**src/core/lbir_pkg.sv**
```systemverilog
package lbir_pkg;
  localparam int REG_W = 8;
  localparam int IDX_W = 6;
  localparam int N_TRIB = 16;
  localparam int N_MUX = 4;
  localparam int TRIB_PER_MUX = 4;
  // Register indices; byte address is four times the index
  localparam logic [IDX_W-1:0] IDX_IND = 6'h07;
  localparam logic [IDX_W-1:0] IDX_TRIB_LO = 6'h0C;
  localparam logic [IDX_W-1:0] IDX_TRIB_HI = 6'h0D;
  localparam logic [IDX_W-1:0] IDX_LOW_LOOP = 6'h0E;
  localparam logic [IDX_W-1:0] IDX_HI_LOOP = 6'h0F;
  localparam logic [IDX_W-1:0] IDX_LINE_LOOP = 6'h10;
  localparam logic [IDX_W-1:0] IDX_LO_BER = 6'h11;
  localparam logic [IDX_W-1:0] IDX_HI_BER = 6'h12;
  localparam logic [IDX_W-1:0] IDX_IND_MASK = 6'h13;
  localparam logic [IDX_W-1:0] IDX_LOS_MASK_LO = 6'h14;
  localparam logic [IDX_W-1:0] IDX_LOS_MASK_HI = 6'h15;
  localparam logic [IDX_W-1:0] IDX_ALM_MASK = 6'h16;
  // Reset values
  localparam logic [REG_W-1:0] RST_ZERO = 8'h00;
  localparam logic [REG_W-1:0] RST_LO_BER = 8'h63;
  localparam logic [REG_W-1:0] RST_HI_BER = 8'hDF;
  // Indication register fields
  localparam int IND_SUM = 7;
  localparam int IND_LINE = 6;
  localparam int IND_DEMUX_LSB = 2;
  localparam int IND_TRIB_HI = 1;
  localparam int IND_TRIB_LO = 0;
  // Loop control fields
  localparam int LOW_LL_LSB = 4;
  localparam int LOW_RL_LSB = 0;
  localparam int LINE_RL_BIT = 1;
  localparam int LINE_LL_BIT = 0;
  // Alarm mask field: bits 3-0 demux alarms, bit 4 line alarm
  localparam int AMSK_LINE_BIT = 4;
endpackage

```
**src/core/lbir_regs.sv**
```systemverilog
`timescale 1ns/1ps
// What this block does
// Set bit loops E1 channel 1-8 receive to transmit, AIS toward mux.
// Same E1 remote loopback for channels 9-16, top bit is channel 16.
// Local loop returns E2 transmit as receive, AIS upstream, drops rx.
// Local loop bits act in both mux modes, top bit is block 4.
// Remote loop returns E2 rx clock/data as tx, AIS to its E1 outputs.
// E2 remote loop feeds demuxed E2 back into E3 mux, AIS downstream.
// Board supplies dejittered demux clock on the E2 receive clock input.
// E3 remote loop returns line rx to tx, AIS to demux, mux dropped.
// E3 local loop feeds mux output back to demux, AIS to line.
// Shared E2 BER threshold resets to 63H, drives all four demuxes.
// E3 BER threshold resets to DFH.
// Writing one clears an indication bit; zero keeps; reset clears.
// Unmasked alarm change either way latches its indication bit.
// Indication bit 7 reads one while any of bits 6-0 is set.
// Indication bit 6 flags an unmasked E3 alarm.
// Indication bits 5-2 flag E2 alarms of demuxes 4-1.
// Bit 1 flags E1 loss on channels 9-16, bit 0 on 1-8.
// Alarm mask bit blocks indication and interrupt; masks reset zero.
// Interrupt output high while an unmasked indication stays latched.
module lbir_regs
  import lbir_pkg::*;
#(
  parameter int ADDR_W = 8
)
(
  // Clock, reset, enable
  input wire logic pclk,
  input wire logic presetn,
  input wire logic ce,
  // APB slave
  input wire logic psel,
  input wire logic penable,
  input wire logic pwrite,
  input wire logic [ADDR_W-1:0] paddr,
  input wire logic [31:0] pwdata,
  output logic [31:0] prdata,
  output logic pready,
  output logic pslverr,
  // Interrupt
  output logic irq,
  // Alarm levels from detectors
  input wire logic [N_TRIB-1:0] tributary_signal_loss_flag,
  input wire logic [N_MUX-1:0] demux_alarm,
  input wire logic line_alarm,
  // Tributary streams
  input wire logic [N_TRIB-1:0] trib_line_rx_d,
  input wire logic [N_TRIB-1:0] trib_drop_d,
  output logic [N_TRIB-1:0] trib_line_tx_d,
  output logic [N_TRIB-1:0] trib_add_d,
  // Low mux second-order side
  input wire logic [N_MUX-1:0] low_mux_tx_d,
  input wire logic [N_MUX-1:0] low_mux_tx_clk,
  input wire logic [N_MUX-1:0] low_rx_d,
  input wire logic [N_MUX-1:0] low_rx_clk,
  output logic [N_MUX-1:0] low_tx_d,
  output logic [N_MUX-1:0] low_tx_clk,
  output logic [N_MUX-1:0] low_demux_d,
  // High mux second-order side
  input wire logic [N_MUX-1:0] hi_demux_d,
  input wire logic [N_MUX-1:0] hi_demux_clk,
  input wire logic [N_MUX-1:0] demux_receive_clock_in,
  input wire logic [N_MUX-1:0] hi_tx_d,
  input wire logic [N_MUX-1:0] hi_tx_clk,
  output logic [N_MUX-1:0] hi_mux_d,
  output logic [N_MUX-1:0] hi_mux_clk,
  output logic [N_MUX-1:0] hi_rx_d,
  output logic [N_MUX-1:0] demux_gapped_clock_out,
  // Third-order line side
  input wire logic line_rx_d,
  input wire logic line_rx_clk,
  input wire logic e3_mux_d,
  input wire logic e3_mux_clk,
  output logic line_tx_d,
  output logic line_tx_clk,
  output logic e3_demux_d,
  output logic e3_demux_clk,
  // BER thresholds
  output logic [REG_W-1:0] low_ber_threshold,
  output logic [REG_W-1:0] hi_ber_threshold
);

  logic [REG_W-1:0] trib_lo_q, trib_hi_q, low_loop_q, hi_loop_q;
  logic [REG_W-1:0] line_loop_q, lo_ber_q, hi_ber_q;
  logic [REG_W-1:0] ind_mask_q, los_mask_lo_q, los_mask_hi_q, alm_mask_q;
  logic [IND_SUM-1:0] ind_q, ind_d, ind_set, ind_clr;
  logic [N_TRIB-1:0] los_prev_q, los_chg, trib_loop, trib_term;
  logic [N_MUX-1:0] dmx_prev_q, dmx_chg, low_ll, low_rl, hi_rl;
  logic line_prev_q, line_chg, line_rl, line_ll;
  logic [31:0] prdata_q;
  logic [REG_W-1:0] rd_val;
  logic [IDX_W-1:0] idx;
  logic hit, access, wr_en, rd_cap;

  // APB decode; a zero-wait slave, frozen by the clock enable
  assign idx = paddr[IDX_W+1:2];
  assign access = psel && penable;
  always_comb
  begin
    // Shift, not part-select: legal even with no spare address bits
    hit = (paddr[1:0] == 2'b00) && ((paddr >> (IDX_W + 2)) == '0);
    unique case (idx)
      IDX_IND: rd_val = {|ind_q, ind_q};
      IDX_TRIB_LO: rd_val = trib_lo_q;
      IDX_TRIB_HI: rd_val = trib_hi_q;
      IDX_LOW_LOOP: rd_val = low_loop_q;
      IDX_HI_LOOP: rd_val = hi_loop_q;
      IDX_LINE_LOOP: rd_val = line_loop_q;
      IDX_LO_BER: rd_val = lo_ber_q;
      IDX_HI_BER: rd_val = hi_ber_q;
      IDX_IND_MASK: rd_val = ind_mask_q;
      IDX_LOS_MASK_LO: rd_val = los_mask_lo_q;
      IDX_LOS_MASK_HI: rd_val = los_mask_hi_q;
      IDX_ALM_MASK: rd_val = alm_mask_q;
      default:
      begin
        rd_val = RST_ZERO;
        hit = 1'b0;
      end
    endcase
  end

  assign wr_en = ce && access && pwrite && hit;
  assign rd_cap = ce && psel && !penable && !pwrite;
  assign pready = ce;
  assign pslverr = access && !hit;
  assign prdata = prdata_q;

  // Read data is captured in the setup cycle so it leaves a flip-flop
  always_ff @(posedge pclk or negedge presetn)
    if (!presetn)
      prdata_q <= '0;
    else if (rd_cap)
      prdata_q <= {24'h000000, rd_val};

  // Control registers; unused upper bits are held at zero
  always_ff @(posedge pclk or negedge presetn)
    if (!presetn)
    begin
      trib_lo_q <= RST_ZERO;
      trib_hi_q <= RST_ZERO;
      low_loop_q <= RST_ZERO;
      hi_loop_q <= RST_ZERO;
      line_loop_q <= RST_ZERO;
      lo_ber_q <= RST_LO_BER;
      hi_ber_q <= RST_HI_BER;
    end
    else if (wr_en)
    begin
      unique case (idx)
        IDX_TRIB_LO: trib_lo_q <= pwdata[7:0];
        IDX_TRIB_HI: trib_hi_q <= pwdata[7:0];
        IDX_LOW_LOOP: low_loop_q <= pwdata[7:0];
        IDX_HI_LOOP: hi_loop_q <= {4'h0, pwdata[3:0]};
        IDX_LINE_LOOP: line_loop_q <= {6'h00, pwdata[1:0]};
        IDX_LO_BER: lo_ber_q <= pwdata[7:0];
        IDX_HI_BER: hi_ber_q <= pwdata[7:0];
        default: ;
      endcase
    end

  // Mask registers
  always_ff @(posedge pclk or negedge presetn)
    if (!presetn)
    begin
      ind_mask_q <= RST_ZERO;
      los_mask_lo_q <= RST_ZERO;
      los_mask_hi_q <= RST_ZERO;
      alm_mask_q <= RST_ZERO;
    end
    else if (wr_en)
    begin
      unique case (idx)
        IDX_IND_MASK: ind_mask_q <= {1'b0, pwdata[6:0]};
        IDX_LOS_MASK_LO: los_mask_lo_q <= pwdata[7:0];
        IDX_LOS_MASK_HI: los_mask_hi_q <= pwdata[7:0];
        IDX_ALM_MASK: alm_mask_q <= {3'h0, pwdata[4:0]};
        default: ;
      endcase
    end

  assign low_ber_threshold = lo_ber_q;
  assign hi_ber_threshold = hi_ber_q;

  // Alarm change detection; a toggle in either direction counts
  always_ff @(posedge pclk or negedge presetn)
    if (!presetn)
    begin
      los_prev_q <= '0;
      dmx_prev_q <= '0;
      line_prev_q <= 1'b0;
    end
    else if (ce)
    begin
      los_prev_q <= tributary_signal_loss_flag;
      dmx_prev_q <= demux_alarm;
      line_prev_q <= line_alarm;
    end

  assign los_chg = (tributary_signal_loss_flag ^ los_prev_q)
    & ~{los_mask_hi_q, los_mask_lo_q};
  assign dmx_chg = (demux_alarm ^ dmx_prev_q) & ~alm_mask_q[N_MUX-1:0];
  assign line_chg = (line_alarm ^ line_prev_q) & ~alm_mask_q[AMSK_LINE_BIT];

  always_comb
  begin
    ind_set = '0;
    ind_set[IND_LINE] = line_chg;
    ind_set[IND_DEMUX_LSB +: N_MUX] = dmx_chg;
    ind_set[IND_TRIB_HI] = |los_chg[N_TRIB-1:8];
    ind_set[IND_TRIB_LO] = |los_chg[7:0];
    ind_clr = (wr_en && idx == IDX_IND) ? pwdata[6:0] : '0;
    // A new event in the clearing cycle survives the clear
    ind_d = (ind_q & ~ind_clr) | ind_set;
  end

  always_ff @(posedge pclk or negedge presetn)
    if (!presetn)
      ind_q <= '0;
    else if (ce)
      ind_q <= ind_d;

  // Per-alarm masks already gate ind_set, so they also keep irq low
  always_ff @(posedge pclk or negedge presetn)
    if (!presetn)
      irq <= 1'b0;
    else if (ce)
      irq <= |(ind_d & ~ind_mask_q[IND_SUM-1:0]);

  // Loop control decode
  assign trib_loop = {trib_hi_q, trib_lo_q};
  assign low_ll = low_loop_q[LOW_LL_LSB +: N_MUX];
  assign low_rl = low_loop_q[LOW_RL_LSB +: N_MUX];
  assign hi_rl = hi_loop_q[N_MUX-1:0];
  assign line_rl = line_loop_q[LINE_RL_BIT];
  assign line_ll = line_loop_q[LINE_LL_BIT];
  always_comb
  begin
    for (int i = 0; i < N_TRIB; i++)
      trib_term[i] = low_rl[i / TRIB_PER_MUX];
  end

  // Tributary streams: loop wins over the AIS of a looped low mux
  always_ff @(posedge pclk or negedge presetn)
    if (!presetn)
    begin
      trib_line_tx_d <= '0;
      trib_add_d <= '0;
    end
    else if (ce)
    begin
      trib_line_tx_d <= (trib_loop & trib_line_rx_d)
        | (~trib_loop & (trib_term | trib_drop_d));
      trib_add_d <= trib_loop | trib_line_rx_d;
    end

  // Low mux side; remote loop outranks local loop on the transmit pins
  always_ff @(posedge pclk or negedge presetn)
    if (!presetn)
    begin
      low_tx_d <= '0;
      low_tx_clk <= '0;
      low_demux_d <= '0;
    end
    else if (ce)
    begin
      low_tx_d <= (low_rl & low_rx_d)
        | (~low_rl & (low_ll | low_mux_tx_d));
      low_tx_clk <= (low_rl & low_rx_clk) | (~low_rl & low_mux_tx_clk);
      low_demux_d <= (low_ll & low_mux_tx_d) | (~low_ll & low_rx_d);
    end

  // High mux loop uses the dejittered clock: the mux cannot take gaps
  always_ff @(posedge pclk or negedge presetn)
    if (!presetn)
    begin
      hi_mux_d <= '0;
      hi_mux_clk <= '0;
      hi_rx_d <= '0;
      demux_gapped_clock_out <= '0;
    end
    else if (ce)
    begin
      hi_mux_d <= (hi_rl & hi_demux_d) | (~hi_rl & hi_tx_d);
      hi_mux_clk <= (hi_rl & demux_receive_clock_in)
        | (~hi_rl & hi_tx_clk);
      hi_rx_d <= hi_rl | hi_demux_d;
      demux_gapped_clock_out <= hi_demux_clk;
    end

  // Line side; with both loops set the remote loop owns both directions
  always_ff @(posedge pclk or negedge presetn)
    if (!presetn)
    begin
      line_tx_d <= 1'b0;
      line_tx_clk <= 1'b0;
      e3_demux_d <= 1'b0;
      e3_demux_clk <= 1'b0;
    end
    else if (ce)
    begin
      line_tx_d <= line_rl ? line_rx_d : (line_ll | e3_mux_d);
      line_tx_clk <= line_rl ? line_rx_clk : e3_mux_clk;
      e3_demux_d <= line_rl | (line_ll ? e3_mux_d : line_rx_d);
      e3_demux_clk <= line_ll && !line_rl ? e3_mux_clk : line_rx_clk;
    end
endmodule

```
**config.mk**
```make
export PLATFORM = sky130hd
export DESIGN_NAME = lbir_regs
export DESIGN_NICKNAME = d
export VERILOG_FILES = /design/src/core/lbir_pkg.sv /design/src/core/lbir_regs.sv
export SDC_FILE = /design/constraint.sdc
export NUM_CORES = 1
export LEC_CHECK = 0
export BUFFER_PORTS_ARGS = -buffer_cell sky130_fd_sc_hd__buf_2
export CAP_MARGIN = 20
export CORE_MARGIN = 3
export CORE_UTILIZATION = 45
export CTS_CLUSTER_SIZE = 14
export DETAILED_ROUTE_END_ITERATION = 16
export PLACE_DENSITY_LB_ADDON = 0.12
export SYNTH_ARGS = -nofsm -noshare
export SYNTH_HDL_FRONTEND = slang
export SYNTH_SLANG_ARGS = --single-unit
```
**constraint.sdc**
```tcl
create_clock -name pclk -period 2.4 [get_ports pclk]
set_input_delay 0.24 -clock pclk [delete_from_list [all_inputs] [get_ports pclk]]
set_output_delay 0.24 -clock pclk [all_outputs]
set_load 0.005 [all_outputs]
```
# Word-level counts from Yosys, hierarchy flattened
# Index checks and enable logic that the tools add are counted.
# word_totals
word_cells	122
ff_bits	175
# classes
n_mux	7
reduce_logical	31
bitwise_logic	42
eq_ne	12
# ops
op	count
8-bit case mux with 12 select lines	1
16-bit bitwise AND	3
16-bit OR	3
4-bit bitwise AND	11
6-bit by 5-bit equality test with 1-bit output (second input constant)	7
16-bit inverter	2
4-bit OR	7
6-bit by 4-bit equality test with 1-bit output (second input constant)	4
2-bit AND reduction	11
4-bit inverter	4
8-bit OR reduction	2
16-bit bitwise XOR	1
7-bit bitwise AND	2
7-bit inverter	2
7-bit OR reduction	2
12-bit OR reduction	1
1-bit logical AND	10
7-bit 2-to-1 mux	1
7-bit OR	1
6-bit by 3-bit equality test with 1-bit output (second input constant)	1
1-bit 2-to-1 mux	5
1-bit logical NOT	4
4-bit bitwise XOR	1
2-bit logical NOT	1
4 further kinds	5

# Longest topological paths before layout
# logic_depth
ltp_word	11
depth_mapped	8

# Worst setup path before layout
# OpenSTA, ideal clock, no wires.
# synth_timing
path_kind	input to register
start	input port paddr[2]
end	register trib_hi_q[7]
setup_ns	0.125
setup_slack_ns	0.445
t_required_ns	2.275
arrival_ns	1.830
path_stages	6
path_cell_list	nand2_1 > a211o_1 > a211oi_2 > nand2_1 > nor2_2 > mux2_2
# synth_between
elab_chain_cells	5
# synth_lines
element	line	rtl
start, declared	lbir_regs.sv:36	input wire logic [ADDR_W-1:0] paddr,
6-bit by 3-bit equality test with 1-bit output, or another cell as far along	lbir_regs.sv:103	unique case (idx)
12-bit OR reduction (no source line)	n/a	
1-bit 2-to-1 mux	lbir_regs.sv:103	
1-bit logical AND	lbir_regs.sv:124	assign wr_en = ce && access && pwrite && hit;
2-bit AND reduction (no source line) *	n/a	
end signal, assigned	lbir_regs.sv:153	IDX_TRIB_HI: trib_hi_q <= pwdata[7:0];
end, declared	lbir_regs.sv:84	logic [REG_W-1:0] trib_lo_q, trib_hi_q, low_loop_q, hi_loop_q;
# Mark *: on every way between the ends. The rest lies on a longest branch, timed or not.
# A chain may end at the register's enable or synchronous reset.

# Worst setup path after layout
# layout_timing
start	register dmx_prev_q[3]
end	register irq
# layout_between
elab_chain_cells	5
# layout_lines
element	line	rtl
start, declared	lbir_regs.sv:89	logic [N_MUX-1:0] dmx_prev_q, dmx_chg, low_ll, low_rl, hi_rl;
start signal, assigned	lbir_regs.sv:197	dmx_prev_q <= demux_alarm;
4-bit bitwise XOR	lbir_regs.sv:203	assign dmx_chg = (demux_alarm ^ dmx_prev_q) & ~alm_mask_q[N_MUX-1:0];
4-bit bitwise AND	lbir_regs.sv:203	
7-bit OR	lbir_regs.sv:215	ind_d = (ind_q & ~ind_clr) | ind_set;
7-bit bitwise AND	lbir_regs.sv:229	irq <= |(ind_d & ~ind_mask_q[IND_SUM-1:0]);
7-bit OR reduction	lbir_regs.sv:229	
end signal, assigned	lbir_regs.sv:229	
end, declared	lbir_regs.sv:42	output logic irq,
# No other way between the ends.

==> results by group <==
Run status
  – Status: finished, final reports clean

Die
  – Die area: 20190 sq um
  – Initial core utilization: 46.07%
  – Placeable Area: 18090 sq um
  – # rows: 49
  – Die height: 142.1 microns
  – Die Wd: 142.1 microns
  – I/O pin total: 254

Global routing
  – GRT Util Overall: 22.97%
  – Largest net degree at the start of global routing: 61
  – First-pass GRT wire length: 35900 microns
  – Vias in the first global route: 6242
  – Total global routing overflow: 0
  – Initial antenna violation count: 0

Final layout
  – Final #Nets: 1085
  – Synthesis-to-finish area growth: 23.66%
  – Final instance area: 10300 sq um
  – # diodes: 0
  – Share of cells above drive strength 1: 43.17%
  – Final core utilization: 56.98%

Logic synthesis
  – Post-synth ARST share: 100.0%
  – YS warnings: 0
  – Post-synth cell types: 47
  – Synth Flop Type: dfrtp_1
  – Synthesized area: 8333 sq um
  – Avg Inst Size Synth: 11.35 sq um
  – Sequential element share of the synthesized area: 52.72%
  – Cells after synthesis: 734
  – Yosys reg bits: 175
  – Post-synth EDFFs: 0

Pwr
  – Combinational power share: 11.1%
  – Int Power: 5.311 mW
  – PD cells: 683.7 nW/um^2
  – Sw Share: 24.62%
  – VDD IR max: 0.0004960 V
  – Clock Power Share: 43.4%
  – Pleak: 4.813 nW
  – Seq pwr share: 45.6%
  – Switching power: 1.735 mW

STA
  – Fin crit share: 87.31%
  – Final Skew: 0.009796 ns
  – RSZ-0062 raised after global routing: false
  – Slew Limit Fails: 0
  – Hold slack: 0.03596 ns
  – Fmax: 0.4773 GHz
  – Setup violations, final: 0
  – Worst-Margin Slew: 0.6141 ns
  – Post-route setup TNS: 0 ns
  – Final worst path period need: 2.095 ns
  – Slew headroom: 59.06%
  – Final hold vios: 0

Clock tree
  – # resized after CTS: 0
  – Num CTS Buffers: 17
  – Worst skew pair latency: 0.43 ns
  – H-Tree Depth: 4
  – Clock buffer depth: 2
  – Clock transition at path regs: 0.07 ns
  – CTS sink cnt: 175
  – CTS tree: yes
  – Clk root buf: clkbuf_16

Worst setup path
  – Critical Path RT: 2.71 ns
  – Crit Path Max Fanout: 2
  – Crit path DAT: 2.41 ns
  – CP Capture Type: flip-flop
  – Setup Crit Path Kind: flip-flop to flip-flop
  – CP Launch Type: flip-flop

Place
  – GPL Wtd Cong: 0.9295
  – Port Buf Inserts: 205
  – Dpl hpwl: 16580 microns
  – Dpl cell area: 9647 sq um

Min path
  – Hold/Removal Path Class: primary input to flip-flop

Routing
  – Post-route ant nets: 0
  – Drt initial violations: 332
  – Vias per cell: 5.356
  – Avg WL per Cell: 19.07 microns
  – Final wirelength: 22650 microns
  – Vias: 6363
  – Post-route DRC: 0
  – Pre-antenna DRT Iters: 5

Run
  – Total of max-cap violations: 0
==> worst max-delay path, cell delays in order (launching register included) <==
cell and delay [ns]:
dfrtp_1 0.39, xnor2_1 0.34, nor3_1 0.07, or3_1 0.38
nor4_1 0.29, o211ai_1 0.15, o32a_1 0.36
==> final timing paths <==
kind	startpoint	end	slack [ns]	depth (start not counted)
min reg2reg	low_tx_d[0]	low_tx_d[0]	0.51	1
min	hi_demux_clk[2]	demux_gapped_clock_out[2]	0.04	2
max reg2reg	dmx_prev_q[3]	irq	0.30	6
max	dmx_prev_q[3]	irq	0.30	6
max in group asynchronous	presetn	low_ber_threshold[5]	1.33	3
min in group asynchronous	presetn	los_prev_q[3]	0.35	2
==> what timing repair did <==
action / in CTS / in global routing
setup buffers: 0 / 0
endpoints found under the hold margin: 48 / 0
hold buffers: 1 / 0
==> registers in the layout (all words and copies together), names as in the netlist, 5 cells and up <==
name	cells
los_prev_q	16
trib_add_d	16
trib_line_tx_d	16
hi_ber_threshold	8
los_mask_hi_q	8
los_mask_lo_q	8
low_ber_threshold	8
low_loop_q	8
prdata	8
trib_hi_q	8
trib_lo_q	8
ind_mask_q	7
ind_q	7
alm_mask_q	5
==> area by class of cell <==
| class | instances | area, sq um |
|---|---|---|
| tap | 229 | 286.5 |
| sequential | 175 | 4393 |
| timing repair buffer | 233 | 1285 |
| clock inverter | 13 | 195.2 |
| fill | 1589 | 7781 |
| clock buffer | 19 | 452.9 |
| inverter | 4 | 15.01 |
| multi-input combinational | 515 | 3677 |
==> routing by layer <==
metal / global-route usage (%) / share of wire (%) / wire length, microns / up-vias
li1: - / - / - / 2992
met1: 34.71 / 48 / 10840 / 3090
met2: 33.19 / 43 / 9643 / 251
met3: 5.141 / 7.7 / 1755 / 30
met4: 6.818 / 1.8 / 414 / 0
met5: 0 / 0 / 0 / -
==> cells by family after synthesis <==
| group | share of synthesized area, % |
|---|---|
| buf+inv | 4.189 |
| compound gates | 9.655 |
| other cells | 0.04500 |
| mux | 21.38 |
| simple gates | 9.805 |
| flops | 52.72 |
| xor+xnor | 2.207 |
==> placed cells by master (no fill, tap or decap), drive strengths merged, types with 5 or more instances in the layout <==
| cell type | synthesis | final |
|---|---|---|
| a21oi | 43 | 43 |
| a22o | 7 | 7 |
| a22oi | 14 | 14 |
| a31oi | 5 | 5 |
| buf | 32 | 232 |
| clkbuf | 31 | 19 |
| conb | 1 | 24 |
| dfrtp | 164 | 164 |
| dfstp | 11 | 11 |
| inv | 4 | 12 |
| mux2 | 124 | 124 |
| mux2i | 25 | 25 |
| mux4 | 6 | 6 |
| nand2 | 43 | 43 |
| nand2b | 7 | 7 |
| nor2 | 104 | 104 |
| nor3 | 10 | 10 |
| o21ai | 31 | 31 |
| o22ai | 9 | 9 |
| xnor2 | 21 | 21 |
==> stage by stage <==
step           power (mW)  std cells  worst slack (ns)
2_1_floorplan       3.649        757            0.4454
4_1_cts             7.111       1188            0.3423
3_5_place_dp        4.050       1155            0.1263
6_report            7.046       1188            0.3047
3_3_place_gp        4.037       1155            0.1397
5_1_grt             7.345       1188            0.1653
==> synth_stat cells, types with 4 or more instances <==
cell	number	area, sq um
a31oi_1	5	31.28
o21ai_0	31	155.2
nor2b_1	4	25.02
o22ai_1	9	56.30
xnor2_1	21	183.9
buf_1	4	15.01
a21oi_1	43	215.2
inv_1	4	15.01
nand2b_1	7	43.79
nor2_1	99	371.6
nor3_1	9	45.04
mux2i_1	25	250.2
a22oi_1	14	105.1
mux2_2	124	1396
nand2_1	43	161.4
mux4_2	6	135.1
clkbuf_1	31	116.4
dfrtp_1	164	4104
nand3_1	4	20.02
dfstp_2	11	289.0
buf_4	25	187.7
a22o_1	7	61.31
nor2_2	5	31.28
==> power by group through the flow <==
stage                     combinational, mW  clock, mW  sequential (mW)
after floorplan                       0.382          0             3.27
after global placement                0.777          0             3.26
after CTS                             0.790       3.11             3.21
final                                 0.779       3.06             3.21
after global routing                  0.877       3.24             3.23
after detailed placement              0.786          0             3.26
(Power assumes the default switching activity.)
